### src/fpm_pkg.sv
package fpm_pkg;

	// ------------------------------------------------------------
	// register map
	// ------------------------------------------------------------
	localparam logic [7:0] FPM_ADDR_CTRL   = 8'h00;
	localparam logic [7:0] FPM_ADDR_STATUS = 8'h04;
	localparam logic [7:0] FPM_ADDR_MASK   = 8'h08;
	localparam logic [7:0] FPM_ADDR_STATE  = 8'h0C;
	localparam logic [7:0] FPM_ADDR_PARAM  = 8'h10;

	// control fields
	localparam int FPM_CTRL_MODE_LSB = 0;
	localparam int FPM_CTRL_ACT_LSB  = 3;
	localparam int FPM_CTRL_QUAD_BIT = 5;
	localparam int FPM_CTRL_EN_BIT   = 6;
	localparam int FPM_CTRL_RST_BIT  = 7;
	localparam logic [6:0] FPM_CTRL_RESET = 7'h00;

	// status / mask bit positions
	localparam int FPM_ST_A_PF   = 0;
	localparam int FPM_ST_B_PF   = 1;
	localparam int FPM_ST_A_WF   = 2;
	localparam int FPM_ST_B_WF   = 3;
	localparam int FPM_ST_RESTART = 4;
	localparam int FPM_ST_SELBAD = 5;
	localparam int FPM_ST_W      = 6;
	localparam logic [5:0] FPM_ST_RESET = 6'h00;

	// per-bank parameter store
	localparam int FPM_PARAM_IDX_LSB = 16;
	localparam logic [3:0] FPM_PARAM_B_BASE = 4'hA;
	localparam logic [15:0] FPM_PARAM_RESET = 16'h0000;

	// fixed changeover moment, settle time of a new selection
	localparam int FPM_CHG_TIME_NS = 40;
	localparam int FPM_CLK_NS      = 10;
	localparam logic [7:0] FPM_CHG_CYCLES =
		8'((FPM_CHG_TIME_NS + FPM_CLK_NS - 1) / FPM_CLK_NS);

	// ------------------------------------------------------------
	// function modes and field pair activation
	// ------------------------------------------------------------
	typedef enum logic [2:0] {
		FPM_MODE_ONE       = 3'h0,
		FPM_MODE_ONE_100   = 3'h1,
		FPM_MODE_ONE_MULTI = 3'h2,
		FPM_MODE_TWO       = 3'h3,
		FPM_MODE_FOUR      = 3'h4,
		FPM_MODE_TWO_MULTI = 3'h5
	} fpm_mode_t;

	typedef enum logic [1:0] {
		FPM_ACT_FIXED   = 2'h0,
		FPM_ACT_OVERLAP = 2'h1,
		FPM_ACT_CHANGE  = 2'h2
	} fpm_act_t;

	typedef enum logic [1:0] {
		FPM_SEL_HOLD = 2'b00,
		FPM_SEL_WAIT = 2'b01
	} fpm_sel_state_t;

	// number of selectable field pairs per bank
	function automatic logic [6:0] fpm_pair_limit(input logic [2:0] m,
		input logic [1:0] a);
		case (m)
			FPM_MODE_ONE, FPM_MODE_TWO: begin
				if (a == FPM_ACT_FIXED)
					return 7'h01;
				else if (a == FPM_ACT_OVERLAP)
					return 7'h05;
				else
					return 7'h0A;
			end
			FPM_MODE_ONE_100:
				return 7'h64;
			FPM_MODE_ONE_MULTI, FPM_MODE_TWO_MULTI:
				return (a == FPM_ACT_FIXED) ? 7'h01 : 7'h0A;
			FPM_MODE_FOUR:
				return 7'h32;
			default:
				return 7'h00;
		endcase
	endfunction

	// number of configuration banks per function
	function automatic logic [3:0] fpm_bank_limit(input logic [2:0] m,
		input logic [1:0] a);
		case (m)
			FPM_MODE_ONE_MULTI:
				return (a == FPM_ACT_FIXED) ? 4'h1 : 4'hA;
			FPM_MODE_TWO_MULTI:
				return (a == FPM_ACT_FIXED) ? 4'h1 : 4'h5;
			FPM_MODE_ONE, FPM_MODE_ONE_100, FPM_MODE_TWO, FPM_MODE_FOUR:
				return 4'h1;
			default:
				return 4'h0;
		endcase
	endfunction

endpackage

### src/fpm_clear.sv
`timescale 1ns/100ps
module fpm_clear
	import fpm_pkg::*;
(
	input  wire logic pclk,
	input  wire logic presetn,
	input  wire logic viol,
	input  wire logic blocked,
	output logic      field_free
);

	logic next_field_free;

	// ------------------------------------------------------------
	// free only while field unviolated and nothing blocks
	// ------------------------------------------------------------
	always_comb begin
		next_field_free = ~viol & ~blocked;
	end

	always_ff @(posedge pclk or negedge presetn) begin
		if (!presetn)
			field_free <= 1'b0;
		else
			field_free <= next_field_free;
	end

endmodule // fpm_clear

### src/fpm_sel.sv
`timescale 1ns/100ps
module fpm_sel
	import fpm_pkg::*;
(
	input  wire logic       pclk,
	input  wire logic       presetn,
	input  wire logic [3:0] req_bank,
	input  wire logic [6:0] req_pair,
	input  wire logic [3:0] bank_lim,
	input  wire logic [6:0] pair_lim,
	input  wire logic       fixed,
	input  wire logic       immediate,
	output logic [3:0]      act_bank,
	output logic [6:0]      act_pair,
	output logic            sel_bad,
	output logic            bank_chg
);

	fpm_sel_state_t state, next_state;
	logic [7:0] cnt, next_cnt;
	logic [3:0] pend_bank, next_pend_bank, next_act_bank, tgt_bank;
	logic [6:0] pend_pair, next_pend_pair, next_act_pair, tgt_pair;
	logic       next_sel_bad, next_bank_chg, tgt_ok, load;

	// ------------------------------------------------------------
	// changeover: at once when overlapped or fixed, else after settle time
	// ------------------------------------------------------------
	always_comb begin
		tgt_bank = fixed ? 4'h0 : req_bank;
		tgt_pair = fixed ? 7'h00 : req_pair;
		tgt_ok = (tgt_pair < pair_lim) && (tgt_bank < bank_lim);
		next_state = state;
		next_cnt = cnt;
		next_pend_bank = pend_bank;
		next_pend_pair = pend_pair;
		next_act_bank = act_bank;
		next_act_pair = act_pair;
		load = 1'b0;
		case (state)
			FPM_SEL_HOLD: begin
				if (tgt_ok && {tgt_bank, tgt_pair} != {act_bank, act_pair}) begin
					if (immediate || fixed) begin
						load = 1'b1;
						next_act_bank = tgt_bank;
						next_act_pair = tgt_pair;
					end else begin
						next_state = FPM_SEL_WAIT;
						next_cnt = 8'h00;
						next_pend_bank = tgt_bank;
						next_pend_pair = tgt_pair;
					end
				end
			end
			FPM_SEL_WAIT: begin
				if (!tgt_ok || {tgt_bank, tgt_pair} == {act_bank, act_pair})
					next_state = FPM_SEL_HOLD;
				else if ({tgt_bank, tgt_pair} != {pend_bank, pend_pair}) begin
					next_cnt = 8'h00;
					next_pend_bank = tgt_bank;
					next_pend_pair = tgt_pair;
				end else if (cnt >= FPM_CHG_CYCLES - 8'h01) begin
					load = 1'b1;
					next_act_bank = pend_bank;
					next_act_pair = pend_pair;
					next_state = FPM_SEL_HOLD;
				end else
					next_cnt = cnt + 8'h01;
			end
			default:
				next_state = FPM_SEL_HOLD;
		endcase
		next_sel_bad = ~tgt_ok;
		next_bank_chg = load && (next_act_bank != act_bank);
	end

	always_ff @(posedge pclk or negedge presetn) begin
		if (!presetn) begin
			state     <= FPM_SEL_HOLD;
			cnt       <= 8'h00;
			pend_bank <= 4'h0;
			pend_pair <= 7'h00;
			act_bank  <= 4'h0;
			act_pair  <= 7'h00;
			sel_bad   <= 1'b0;
			bank_chg  <= 1'b0;
		end else begin
			state     <= next_state;
			cnt       <= next_cnt;
			pend_bank <= next_pend_bank;
			pend_pair <= next_pend_pair;
			act_bank  <= next_act_bank;
			act_pair  <= next_act_pair;
			sel_bad   <= next_sel_bad;
			bank_chg  <= next_bank_chg;
		end
	end

	// ------------------------------------------------------------
	// checks
	// ------------------------------------------------------------
	a_overlap_take: assert property (@(posedge pclk) disable iff (!presetn)
		(state == FPM_SEL_HOLD && immediate && !fixed && tgt_ok
			&& {tgt_bank, tgt_pair} != {act_bank, act_pair})
		|=> {act_bank, act_pair} == $past({tgt_bank, tgt_pair}))
		else $error("overlapped selection not taken at once");

	a_changeover_hold: assert property (@(posedge pclk) disable iff (!presetn)
		(state == FPM_SEL_HOLD && !immediate && !fixed && tgt_ok
			&& {tgt_bank, tgt_pair} != {act_bank, act_pair})
		|=> $stable({act_bank, act_pair}))
		else $error("changeover taken before settle time");

endmodule // fpm_sel

### src/fpm_mode_selector.sv
// The APB slave port and the register offsets are this design's own decisions.
`timescale 1ns/100ps
module fpm_mode_selector
	import fpm_pkg::*;
(
	input  wire logic        pclk,
	input  wire logic        presetn,
	input  wire logic [7:0]  paddr,
	input  wire logic        psel,
	input  wire logic        penable,
	input  wire logic        pwrite,
	input  wire logic [31:0] pwdata,
	output logic [31:0]      prdata,
	output logic             pready,
	output logic             pslverr,
	input  wire logic [3:0]  sel_a_bank,
	input  wire logic [6:0]  sel_a_pair,
	input  wire logic [3:0]  sel_b_bank,
	input  wire logic [6:0]  sel_b_pair,
	input  wire logic        pf_a_viol,
	input  wire logic        wf_a_viol,
	input  wire logic        pf_b_viol,
	input  wire logic        wf_b_viol,
	input  wire logic        internal_fault,
	output logic             func_a_protective_field_free,
	output logic             func_a_warning_field_free,
	output logic             func_b_protective_field_free,
	output logic             func_b_warning_field_free,
	output logic [3:0]       act_a_bank,
	output logic [6:0]       act_a_pair,
	output logic [3:0]       act_b_bank,
	output logic [6:0]       act_b_pair,
	output logic [15:0]      param_a,
	output logic [15:0]      param_b,
	output logic             irq
);

	logic [6:0]  ctrl, next_ctrl;
	logic [5:0]  status, next_status, mask, next_mask, events;
	logic        restart_pend, next_restart_pend;
	logic [31:0] next_prdata;
	logic        next_pready, next_pslverr, next_irq;
	logic [15:0] bank_param [0:15];
	logic        acc, done, addr_ok, wr, restart_wr, rd_status;
	logic [2:0]  mode;
	logic [1:0]  act;
	logic        fixed_sel, immediate, two_func, coupled, quad, enable;
	logic [3:0]  bank_lim, sa_bank, sb_bank, next_a_bank, next_b_bank;
	logic [6:0]  pair_lim, sa_pair, sb_pair, next_a_pair, next_b_pair;
	logic [3:0]  b_req_bank;
	logic [6:0]  b_req_pair;
	logic        a_bad, b_bad, a_bank_chg, block_a, block_b;
	logic        pf_a_hit, pf_b_hit;

	// ------------------------------------------------------------
	// apb decode, one wait state per transfer
	// ------------------------------------------------------------
	always_comb begin
		acc = psel & penable;
		done = acc & pready;
		addr_ok = (paddr == FPM_ADDR_CTRL) || (paddr == FPM_ADDR_STATUS)
			|| (paddr == FPM_ADDR_MASK) || (paddr == FPM_ADDR_STATE)
			|| (paddr == FPM_ADDR_PARAM);
		wr = done & pwrite & addr_ok;
		restart_wr = wr && paddr == FPM_ADDR_CTRL && pwdata[FPM_CTRL_RST_BIT];
		rd_status = done && !pwrite && paddr == FPM_ADDR_STATUS;
		next_pready = acc & ~pready;
		next_pslverr = acc & ~pready & ~addr_ok;
		next_prdata = 32'h0000_0000;
		if (acc && !pready && !pwrite) begin
			case (paddr)
				FPM_ADDR_CTRL:   next_prdata = {25'h0, ctrl};
				FPM_ADDR_STATUS: next_prdata = {26'h0, status};
				FPM_ADDR_MASK:   next_prdata = {26'h0, mask};
				FPM_ADDR_STATE:  next_prdata = {7'h0, act_b_bank, act_b_pair,
					act_a_bank, act_a_pair, restart_pend, a_bad, b_bad};
				FPM_ADDR_PARAM:  next_prdata = {16'h0, param_a};
				default:         next_prdata = 32'h0000_0000;
			endcase
		end
	end

	// ------------------------------------------------------------
	// mode decode and field pair ranges
	// ------------------------------------------------------------
	always_comb begin
		mode = ctrl[FPM_CTRL_MODE_LSB +: 3];
		act = ctrl[FPM_CTRL_ACT_LSB +: 2];
		quad = ctrl[FPM_CTRL_QUAD_BIT];
		enable = ctrl[FPM_CTRL_EN_BIT];
		pair_lim = fpm_pair_limit(mode, act);
		bank_lim = fpm_bank_limit(mode, act);
		fixed_sel = (act == FPM_ACT_FIXED)
			&& mode != FPM_MODE_ONE_100 && mode != FPM_MODE_FOUR;
		immediate = (act == FPM_ACT_OVERLAP)
			&& (mode == FPM_MODE_ONE || mode == FPM_MODE_TWO);
		two_func = (mode == FPM_MODE_TWO) || (mode == FPM_MODE_FOUR)
			|| (mode == FPM_MODE_TWO_MULTI);
		coupled = (mode != FPM_MODE_TWO);
		b_req_bank = coupled ? sel_a_bank : sel_b_bank;
		b_req_pair = coupled ? sel_a_pair : sel_b_pair;
	end

	// one selector per function, each with its own changeover
	fpm_sel u_sel_a (
		.pclk      (pclk),
		.presetn   (presetn),
		.req_bank  (sel_a_bank),
		.req_pair  (sel_a_pair),
		.bank_lim  (bank_lim),
		.pair_lim  (pair_lim),
		.fixed     (fixed_sel),
		.immediate (immediate),
		.act_bank  (sa_bank),
		.act_pair  (sa_pair),
		.sel_bad   (a_bad),
		.bank_chg  (a_bank_chg)
	);

	fpm_sel u_sel_b (
		.pclk      (pclk),
		.presetn   (presetn),
		.req_bank  (b_req_bank),
		.req_pair  (b_req_pair),
		.bank_lim  (bank_lim),
		.pair_lim  (pair_lim),
		.fixed     (fixed_sel),
		.immediate (immediate),
		.act_bank  (sb_bank),
		.act_pair  (sb_pair),
		.sel_bad   (b_bad),
		.bank_chg  ()
	);

	// ------------------------------------------------------------
	// switch-off conditions and protective field mapping
	// ------------------------------------------------------------
	always_comb begin
		block_a = internal_fault | ~enable | restart_pend | a_bad;
		block_b = block_a | ~two_func | b_bad;
		pf_a_hit = pf_a_viol | (quad & mode == FPM_MODE_FOUR & wf_a_viol);
		pf_b_hit = pf_b_viol | (quad & mode == FPM_MODE_FOUR & wf_b_viol);
		next_a_bank = sa_bank;
		next_a_pair = sa_pair;
		next_b_bank = coupled ? sa_bank : sb_bank;
		next_b_pair = coupled ? sa_pair : sb_pair;
	end

	fpm_clear u_clr_a_pf (
		.pclk       (pclk),
		.presetn    (presetn),
		.viol       (pf_a_hit),
		.blocked    (block_a),
		.field_free (func_a_protective_field_free)
	);

	fpm_clear u_clr_b_pf (
		.pclk       (pclk),
		.presetn    (presetn),
		.viol       (pf_b_hit),
		.blocked    (block_b),
		.field_free (func_b_protective_field_free)
	);

	fpm_clear u_clr_a_wf (
		.pclk       (pclk),
		.presetn    (presetn),
		.viol       (wf_a_viol),
		.blocked    (block_a),
		.field_free (func_a_warning_field_free)
	);

	fpm_clear u_clr_b_wf (
		.pclk       (pclk),
		.presetn    (presetn),
		.viol       (wf_b_viol),
		.blocked    (block_b),
		.field_free (func_b_warning_field_free)
	);

	// ------------------------------------------------------------
	// control, restart latch, sticky status and interrupt
	// ------------------------------------------------------------
	always_comb begin
		next_ctrl = ctrl;
		next_mask = mask;
		if (wr && paddr == FPM_ADDR_CTRL)
			next_ctrl = pwdata[6:0];
		if (wr && paddr == FPM_ADDR_MASK)
			next_mask = pwdata[5:0];
		// set wins over the restart clear
		next_restart_pend = (restart_pend & ~restart_wr)
			| (a_bank_chg & mode == FPM_MODE_ONE_MULTI);
		events = 6'h00;
		events[FPM_ST_A_PF] = pf_a_hit;
		events[FPM_ST_B_PF] = pf_b_hit & two_func;
		events[FPM_ST_A_WF] = wf_a_viol;
		events[FPM_ST_B_WF] = wf_b_viol & two_func;
		events[FPM_ST_RESTART] = restart_pend;
		events[FPM_ST_SELBAD] = a_bad | (b_bad & two_func);
		next_status = (rd_status ? FPM_ST_RESET : status) | events;
		next_irq = |(next_status & next_mask);
	end

	always_ff @(posedge pclk or negedge presetn) begin
		if (!presetn) begin
			ctrl         <= FPM_CTRL_RESET;
			mask         <= FPM_ST_RESET;
			status       <= FPM_ST_RESET;
			restart_pend <= 1'b0;
			irq          <= 1'b0;
			prdata       <= 32'h0000_0000;
			pready       <= 1'b0;
			pslverr      <= 1'b0;
			act_a_bank   <= 4'h0;
			act_a_pair   <= 7'h00;
			act_b_bank   <= 4'h0;
			act_b_pair   <= 7'h00;
		end else begin
			ctrl         <= next_ctrl;
			mask         <= next_mask;
			status       <= next_status;
			restart_pend <= next_restart_pend;
			irq          <= next_irq;
			prdata       <= next_prdata;
			pready       <= next_pready;
			pslverr      <= next_pslverr;
			act_a_bank   <= next_a_bank;
			act_a_pair   <= next_a_pair;
			act_b_bank   <= next_b_bank;
			act_b_pair   <= next_b_pair;
		end
	end

	// ------------------------------------------------------------
	// per-bank safety parameters, A in 0..9, B from 10 up
	// ------------------------------------------------------------
	always_ff @(posedge pclk or negedge presetn) begin
		if (!presetn) begin
			for (int i = 0; i < 16; i++)
				bank_param[i] <= FPM_PARAM_RESET;
			param_a <= FPM_PARAM_RESET;
			param_b <= FPM_PARAM_RESET;
		end else begin
			if (wr && paddr == FPM_ADDR_PARAM)
				bank_param[pwdata[FPM_PARAM_IDX_LSB +: 4]] <= pwdata[15:0];
			param_a <= bank_param[sa_bank];
			param_b <= bank_param[4'(FPM_PARAM_B_BASE + sb_bank)];
		end
	end

	// ------------------------------------------------------------
	// checks
	// ------------------------------------------------------------
	a_pf_a_breach: assert property (@(posedge pclk) disable iff (!presetn)
		pf_a_viol |=> !func_a_protective_field_free)
		else $error("function A protective breach not reported");

	a_pf_a_isolated: assert property (@(posedge pclk) disable iff (!presetn)
		(pf_a_viol && !pf_b_hit && !block_b) |=> func_b_protective_field_free)
		else $error("function A breach leaked onto function B");

	a_fault_off: assert property (@(posedge pclk) disable iff (!presetn)
		internal_fault |=> !func_a_protective_field_free
			&& !func_b_protective_field_free && !func_a_warning_field_free
			&& !func_b_warning_field_free)
		else $error("clear signal high during fault");

	a_quad_second: assert property (@(posedge pclk) disable iff (!presetn)
		(mode == FPM_MODE_FOUR && quad && wf_b_viol)
		|=> !func_b_protective_field_free)
		else $error("second protective field ignored");

	a_wf_b_breach: assert property (@(posedge pclk) disable iff (!presetn)
		wf_b_viol |=> !func_b_warning_field_free)
		else $error("function B warning breach not reported");

	a_coupled_index: assert property (@(posedge pclk) disable iff (!presetn)
		(mode == FPM_MODE_FOUR || mode == FPM_MODE_TWO_MULTI)
		|=> {act_b_bank, act_b_pair} == {act_a_bank, act_a_pair})
		else $error("function B index differs from function A");

	a_bank_restart: assert property (@(posedge pclk) disable iff (!presetn)
		(a_bank_chg && mode == FPM_MODE_ONE_MULTI)
		|=> restart_pend ##1 !func_a_protective_field_free)
		else $error("bank change released outputs without restart");

	a_single_func_b: assert property (@(posedge pclk) disable iff (!presetn)
		!two_func |=> !func_b_protective_field_free && !func_b_warning_field_free)
		else $error("function B active in one-function mode");

	a_pready_pulse: assert property (@(posedge pclk) disable iff (!presetn)
		(acc && !pready) |=> pready ##1 !pready)
		else $error("apb answer not exactly one cycle");

endmodule // fpm_mode_selector

### config.mk
export PLATFORM = sky130hd
export DESIGN_NAME = fpm_mode_selector
export DESIGN_NICKNAME = d
export VERILOG_FILES = /design/src/fpm_pkg.sv /design/src/fpm_clear.sv /design/src/fpm_sel.sv /design/src/fpm_mode_selector.sv
export SDC_FILE = /design/constraint.sdc
export NUM_CORES = 1
export LEC_CHECK = 0
export CORE_MARGIN = 3
export CORE_UTILIZATION = 30
export DETAILED_ROUTE_END_ITERATION = 10
export DONT_BUFFER_PORTS = 1
export SLEW_MARGIN = 40
export SYNTH_ARGS = -nofsm -noshare
export SYNTH_HDL_FRONTEND = slang
export SYNTH_SLANG_ARGS = --single-unit
### constraint.sdc
create_clock -name pclk -period 5.05 [get_ports pclk]
set_input_delay 1.01 -clock pclk [delete_from_list [all_inputs] [get_ports pclk]]
set_output_delay 1.01 -clock pclk [all_outputs]
set_load 0.05 [all_outputs]
**After elaboration in Yosys (flattened, before gate mapping)**

Index checks and enable logic that the tools add are counted.

- Add/sub/neg operators: 3
- Multiply operators: 0
- Divide/modulo/power cells: 0
- $lt $le $gt $ge: 10
- Equal/unequal tests: 42
- Shift operators: 0
- Multiplexer cells: 100
- Bitwise logic cells: 45
- Reductions and logical operators: 50

Operators by type and width:

| operator | number |
|---|---|
| 256-bit bitwise mux | 1 |
| 7-bit 2-to-1 mux | 22 |
| 16-bit binary-select mux with 4-bit select | 2 |
| 25-bit one-hot mux with 5 select lines | 1 |
| 4-bit 2-to-1 mux | 26 |
| 16-bit 2-to-1 mux | 5 |
| 8-bit 2-to-1 mux | 9 |
| 16-bit demux with 4-bit select | 1 |
| 7-bit one-hot mux with 2 select lines | 4 |
| 11-bit != test | 4 |
| 32-bit 2-to-1 mux | 1 |
| 4-bit one-hot mux with 2 select lines | 4 |
| 8-bit one-hot mux with 2 select lines | 2 |
| 7-bit one-hot mux with 4 select lines | 1 |
| 11-bit == test | 2 |
| 5-bit AND reduction | 4 |
| 1-bit AND | 18 |
| 2-bit 2-to-1 mux | 9 |
| 1-bit logical AND | 17 |
| 8-bit by 1-bit adder with 8-bit output, second input constant | 2 |
| 8-bit by 4-bit == test with 1-bit output, second input constant | 2 |
| 8-bit by 2-bit >= comparator with 1-bit output, second input constant | 2 |
| 5-bit >= comparator, second input constant | 3 |
| 3-bit by 2-bit != test with 1-bit output, second input constant | 5 |
| 37 further kinds | 103 |

- Register bits after elaboration: 436
- Bits in latches: 0
- RAM bits: 0
- Memory bits (read-only): 0
- Output and inout port bits: 93
- Memories kept: 0

**Longest topological paths before layout**

- Depth in word-level cells: 12
- Mapped depth: 16
- Gate-level depth less buffers: 13

**Modules after synthesis**

A second synthesis with hierarchy kept.

- Cell total of the unflattened synthesis: 1590
- Area, all modules: 22467.8 um^2

By module, submodules not included:

| module | times used | cells each | area each (um^2) | seq. area each (um^2) |
|---|---|---|---|---|
| fpm_mode_selector | 1 | 1064 | 17360.4 | 8958.6 |
| fpm_sel at u_sel_a | 1 | 261 | 2501.1 | 825.8 |
| fpm_sel at u_sel_b | 1 | 257 | 2491.1 | 825.8 |
| fpm_clear | 4 | 2 | 28.8 | 25.0 |

**Least setup slack after synthesis**

No wires, ideal clock.

- Kind: in2reg
- Start: input sel_a_pair[4]
- End: register u_sel_b.act_bank[1]
- Library setup time: 0.125 ns
- Arrival: 3.656 ns
- Required time: 4.925 ns
- Path slack: 1.268 ns
- Stages: 12
- Buffers on the path: 3
- Cell sequence: clkbuf_1 > mux2_2 > and2_1 > clkbuf_1 > ha_1 > a21o_1 > a21o_1 > a211oi_1 > o211ai_4 > and3b_1 > buf_6 > mux2_4

- Cells in the longest elaborated chain, start to end: 8
- Elaborated cells on any way between the ends: 14

Ends and longest elaborated chain:

| element | line | source |
|---|---|---|
| from (decl) | fpm_mode_selector.sv:17 | `input wire logic [6:0] sel_a_pair,` |
| 7-bit 2-to-1 mux (*) | fpm_mode_selector.sv:101 | `b_req_pair = coupled ? sel_a_pair : sel_b_pair;` |
| 7-bit 2-to-1 mux (*) | fpm_sel.sv:30 | `tgt_pair = fixed ? 7'h00 : req_pair;` |
| 7-bit less-than comparator | fpm_sel.sv:31 | `tgt_ok = (tgt_pair < pair_lim) && (tgt_bank < bank_lim);` |
| 1-bit logical AND | fpm_sel.sv:31 |  |
| 1-bit zero test | fpm_sel.sv:55 | `if (!tgt_ok \|\| {tgt_bank, tgt_pair} == {act_bank, act_pair})` |
| 1-bit logical OR | fpm_sel.sv:55 |  |
| 2-bit != test (no line) | - |  |
| 6-bit AND reduction (no line) (*) | - |  |
| to (signal assigned) | fpm_sel.sv:91 | `act_bank <= next_act_bank;` |
| to (decl) | fpm_sel.sv:13 | `output logic [3:0] act_bank,` |

Every way passes the cells marked *; elsewhere a longest branch is shown, timed or not.
A chain may end at the register's enable or synchronous reset.

**Final worst setup path**

- Start: register ctrl[3]
- End: register u_sel_a.act_pair[2]

- Cells in the longest elaborated chain, start to end: 10
- Elaborated cells on any way between the ends: 32

Ends and longest elaborated chain:

| element | line | source |
|---|---|---|
| from (decl) | fpm_mode_selector.sv:38 | `logic [6:0] ctrl, next_ctrl;` |
| from (signal assigned) | fpm_mode_selector.sv:220 | `ctrl <= next_ctrl;` |
| 2-bit by 1-bit == test with 1-bit output or 2-bit zero test (tied branches) | - |  |
| 4-bit 2-to-1 mux or 1-bit logical AND (tied branches) | fpm_pkg.sv:71, fpm_mode_selector.sv:94 |  |
| 4-bit 2-to-1 mux or 1-bit logical AND (tied branches) | fpm_pkg.sv:69, fpm_mode_selector.sv:94 |  |
| 7-bit one-hot mux with 4 select lines (tied with other cells) | fpm_pkg.sv:67 | `case (m)` |
| 7-bit less-than comparator or 4-bit less-than comparator (tied branches) | fpm_sel.sv:31 |  |
| 1-bit logical AND | fpm_sel.sv:31 |  |
| 1-bit zero test | fpm_sel.sv:55 |  |
| 1-bit logical OR | fpm_sel.sv:55 |  |
| 2-bit != test (no line) | - |  |
| 6-bit AND reduction (no line) | - |  |
| to (signal assigned) | fpm_sel.sv:92 | `act_pair <= next_act_pair;` |
| to (decl) | fpm_sel.sv:14 | `output logic [6:0] act_pair,` |

Parallel ways exist; a longest one is shown, timed or not. The select of a mux whose other input is x is not followed.

==> reports/summary.txt <==
status - finished, final reports clean
Clk pwr share - 49.2%
share of flip-flops with an asynchronous set or reset after synthesis - 100.0%
fraction of power spent switching nets - 22.66%
most frequent standard cell in the layout excluding fill and tap cells - dfrtp_1
synthesis-to-layout area growth - 12.36%
WHS - 0.1422 ns
combined area of the multi-input logic cells - 10,810 um2
CTS H-tree lvls - 2
library cells used by synthesis - 85
Horiz. Die Dim - 277.5 um
number of global-route vias before repair - 14,711
filler instances - 6,857
final hold violation count - 0
highest clock rate - 240.7 MHz
TritonCTS buffer count - 50
sequential area share after synthesis - 48.32%
All-Layer GR Usage - 16.24%
post-synthesis register bit count - 427
most frequently used flop master after synthesis - dfrtp_1
half-perimeter wire length of the detailed placement result - 41,740 um
crit path max fanout - 19
first-pass GRT wire length - 96,030 um
Max rail drop VDD - 0.2262 mV
kind of cell adding the most delay to the critical path - compound AO/OA/AOI/OAI gates
Max Root-Sink Buffers - 3
clock latency at the later pin of the worst-skew pair - 0.60 ns
launch point of the worst reg-to-reg path - ctrl[3]
fin area - 24,850 um2
root buf cell - clkbuf_16
fin. max-slew vios - 0
Setup violations, final - 0
commonest cells after routing, fill and taps aside - dfrtp_1 (422), mux2_2 (296), mux4_2 (160), nand2_1 (87), nor2_1 (65)
share of post-route cells with drive strength above 1 - 38.29%
via/cell ratio - 5.564
post-synthesis area per instance - 13.74 um2
count of buffers inserted at the top-level ports - 0
post-synth design cell area - 22,110 um2
FP Rows - 98
post-placement worst setup slack - 0.9047 ns
num ports - 165
Cell Pwr Density - 307.0 nW/um2
weighted congestion at the end of routability-driven global placement - 0.8662
sort of element at the start of the critical path - flip-flop
setup repair after global routing missed its margin - no
number of max-cap violations - 0
cell count of the worst reg-to-reg path - 12
first-pass iteration count of the detailed router - 7
routed via count - 14,271
WL met2 - 31,640 um
remaining global-route overflow - 0
Final ANT Viol Nets - 0
instance count of the mapped netlist - 1,609
cell-internal power - 0.005899 W
Routed met1 length - 24,710 um
capturing element type of the critical path - flip-flop
fraction of power consumed by sequential logic - 45.9%
hold buffers post-CTS - 0
register area - 10,700 um2
clock tree from TritonCTS - built
layout net count - 1,670
pin count of the biggest net entering global routing - 428
Clock Pin Slew Worst Setup and Hold Paths - 0.06 ns
number of DRC markers in iteration 0 - 1,289
number of synthesized flops with an enable pin - 0
area inside the core boundary - 72,220 um2
Comb power frac - 4.9%
Remaining DRCs - 0
initial core utilization - 30.62%
sum of routed wire length over all layers - 63,890 um
Setup CP Type - flip-flop to flip-flop
final-layout setup total negative slack - 0 ns
overall power after layout - 0.007628 W
Cell Chain, Critical Path - or2_0 > a21o_1 > and2_1 > ha_1 > a21oi_1 > nor2b_1 > o21ai_0 > nand2_1 > a31oi_1 > o211ai_1 > o21ba_2 > mux2_2
antenna violations before repair - 3
number of clock sinks - 427
uppermost metal layer occupied by signal nets - met4
Slew Limit Headroom - 24.62%
worst min-delay path class - input port to async pin
ratio of final minimum period to clock period - 82.27%
Die Ht - 277.5 um
net switching power of the design - 0.001729 W
largest incremental delay on the critical path - 0.56 ns
worst slew pin tran - 1.131 ns
Worst Clk Skew - 0.03075 ns
Total Die Area - 77,010 um2
post-layout min period - 4.155 ns
# resized after CTS - 0
Worst R2R End - u_sel_a.act_pair[2]
minimum setup slack in the final design - 0.8952 ns
DR WL met3 - 5698 um
flop2flop setup slack - 0.90 ns
worst path arrival time - 4.61 ns
data required time of the worst path - 5.50 ns
static leakage - 11.06 nW
number of warning messages in the yosys log - 0
buffer count from post-CTS setup fixing - 0
detailed-route wire length per cell - 24.91 um
placement-stage cell area - 23,130 um2
number of buffers and inverters on the critical path - 0
slowest cell on the critical path - dfrtp_1
## power by group through the flow
stage          Combinational (W)  Sequential [W]  Clock, W
6_report                0.000374         0.00350   0.00375
4_1_cts                 0.000375         0.00350   0.00385
2_1_floorplan           0.000327         0.00354         0
3_3_place_gp            0.000371         0.00356         0
3_5_place_dp            0.000375         0.00356         0
5_1_grt                 0.000397         0.00350   0.00400
## cell families after synthesis
kind of cell / after synthesis / synth area share [%]
DFF: 427 / 48.32
adders and majority gates: 22 / 1.233
and+or+nand+nor: 309 / 7.174
other: 1 / 0.01696
buffers and inverters: 155 / 3.123
muxes: 492 / 33.39
AOI/OAI and AO/OA: 182 / 5.884
xor gates and xnor gates: 21 / 0.8657
## Yosys cell counts (10+ instances only)
master | n | area (um2)
nand2_1 | 87 | 326.6
inv_1 | 24 | 90.09
buf_2 | 12 | 60.06
mux4_2 | 160 | 3603
nor3_1 | 15 | 75.07
nor4_1 | 10 | 62.56
ha_1 | 21 | 262.8
dfrtp_1 | 427 | 10690
o22ai_1 | 10 | 62.56
a31oi_1 | 11 | 68.82
a21oi_1 | 13 | 65.06
nand2b_1 | 15 | 93.84
o21ai_0 | 50 | 250.2
nand3_1 | 19 | 95.09
buf_1 | 11 | 41.29
mux2i_1 | 18 | 180.2
a22oi_1 | 11 | 82.58
xnor2_1 | 11 | 96.34
buf_4 | 10 | 75.07
or3_1 | 13 | 81.33
and2_1 | 22 | 137.6
nor2b_1 | 12 | 75.07
o31ai_1 | 12 | 90.09
mux2_2 | 296 | 3333
nor2_1 | 70 | 262.8
clkbuf_1 | 90 | 337.8
## per-layer routing
metal  global-route usage (%)  up-vias
met2                    27.01      549
met3                    5.605      121
met1                    19.91     7565
met5                        0        -
li1                         -     6036
met4                    4.876        0
## final cells by class
cell class | count | share of cell area (%)
clock inverter | 16 | 1.073
inverter | 25 | 0.3776
antenna | 1 | 0.01007
tap | 950 | 4.783
timing repair buffer | 40 | 1.354
sequential | 427 | 43.06
multi-input combinational | 1033 | 43.52
clock buffer | 73 | 5.826
## worst max path at each step
stage	end	cells after the start	start
final	u_sel_a.act_pair[2]	12	ctrl[3]
after detailed placement	u_sel_b.act_bank[0]	12	ctrl[2]
after CTS	u_sel_b.act_bank[0]	12	ctrl[2]
after global placement	u_sel_b.act_bank[0]	11	ctrl[1]
after floorplan	u_sel_b.act_bank[1]	12	sel_a_pair[4]
after global routing	u_sel_a.act_pair[2]	13	ctrl[2]
## per-stage QoR
step,instances,util (%)
2_1_floorplan,1615,-
3_3_place_gp,2474,31.98
3_5_place_dp,2475,32.03
4_1_cts,2564,34.40
5_1_grt,2565,34.41
6_report,2565,34.41
## sequential cells by signal, indices dropped and copies added (netlist names), 8 cells and up
| register | cells |
|---|---|
| u_sel_b.cnt | 8 |
| u_sel_a.cnt | 8 |
| param_b | 16 |
| prdata | 25 |
| bank_param | 256 |
| param_a | 16 |
Power figures use the tool's default switching activity.
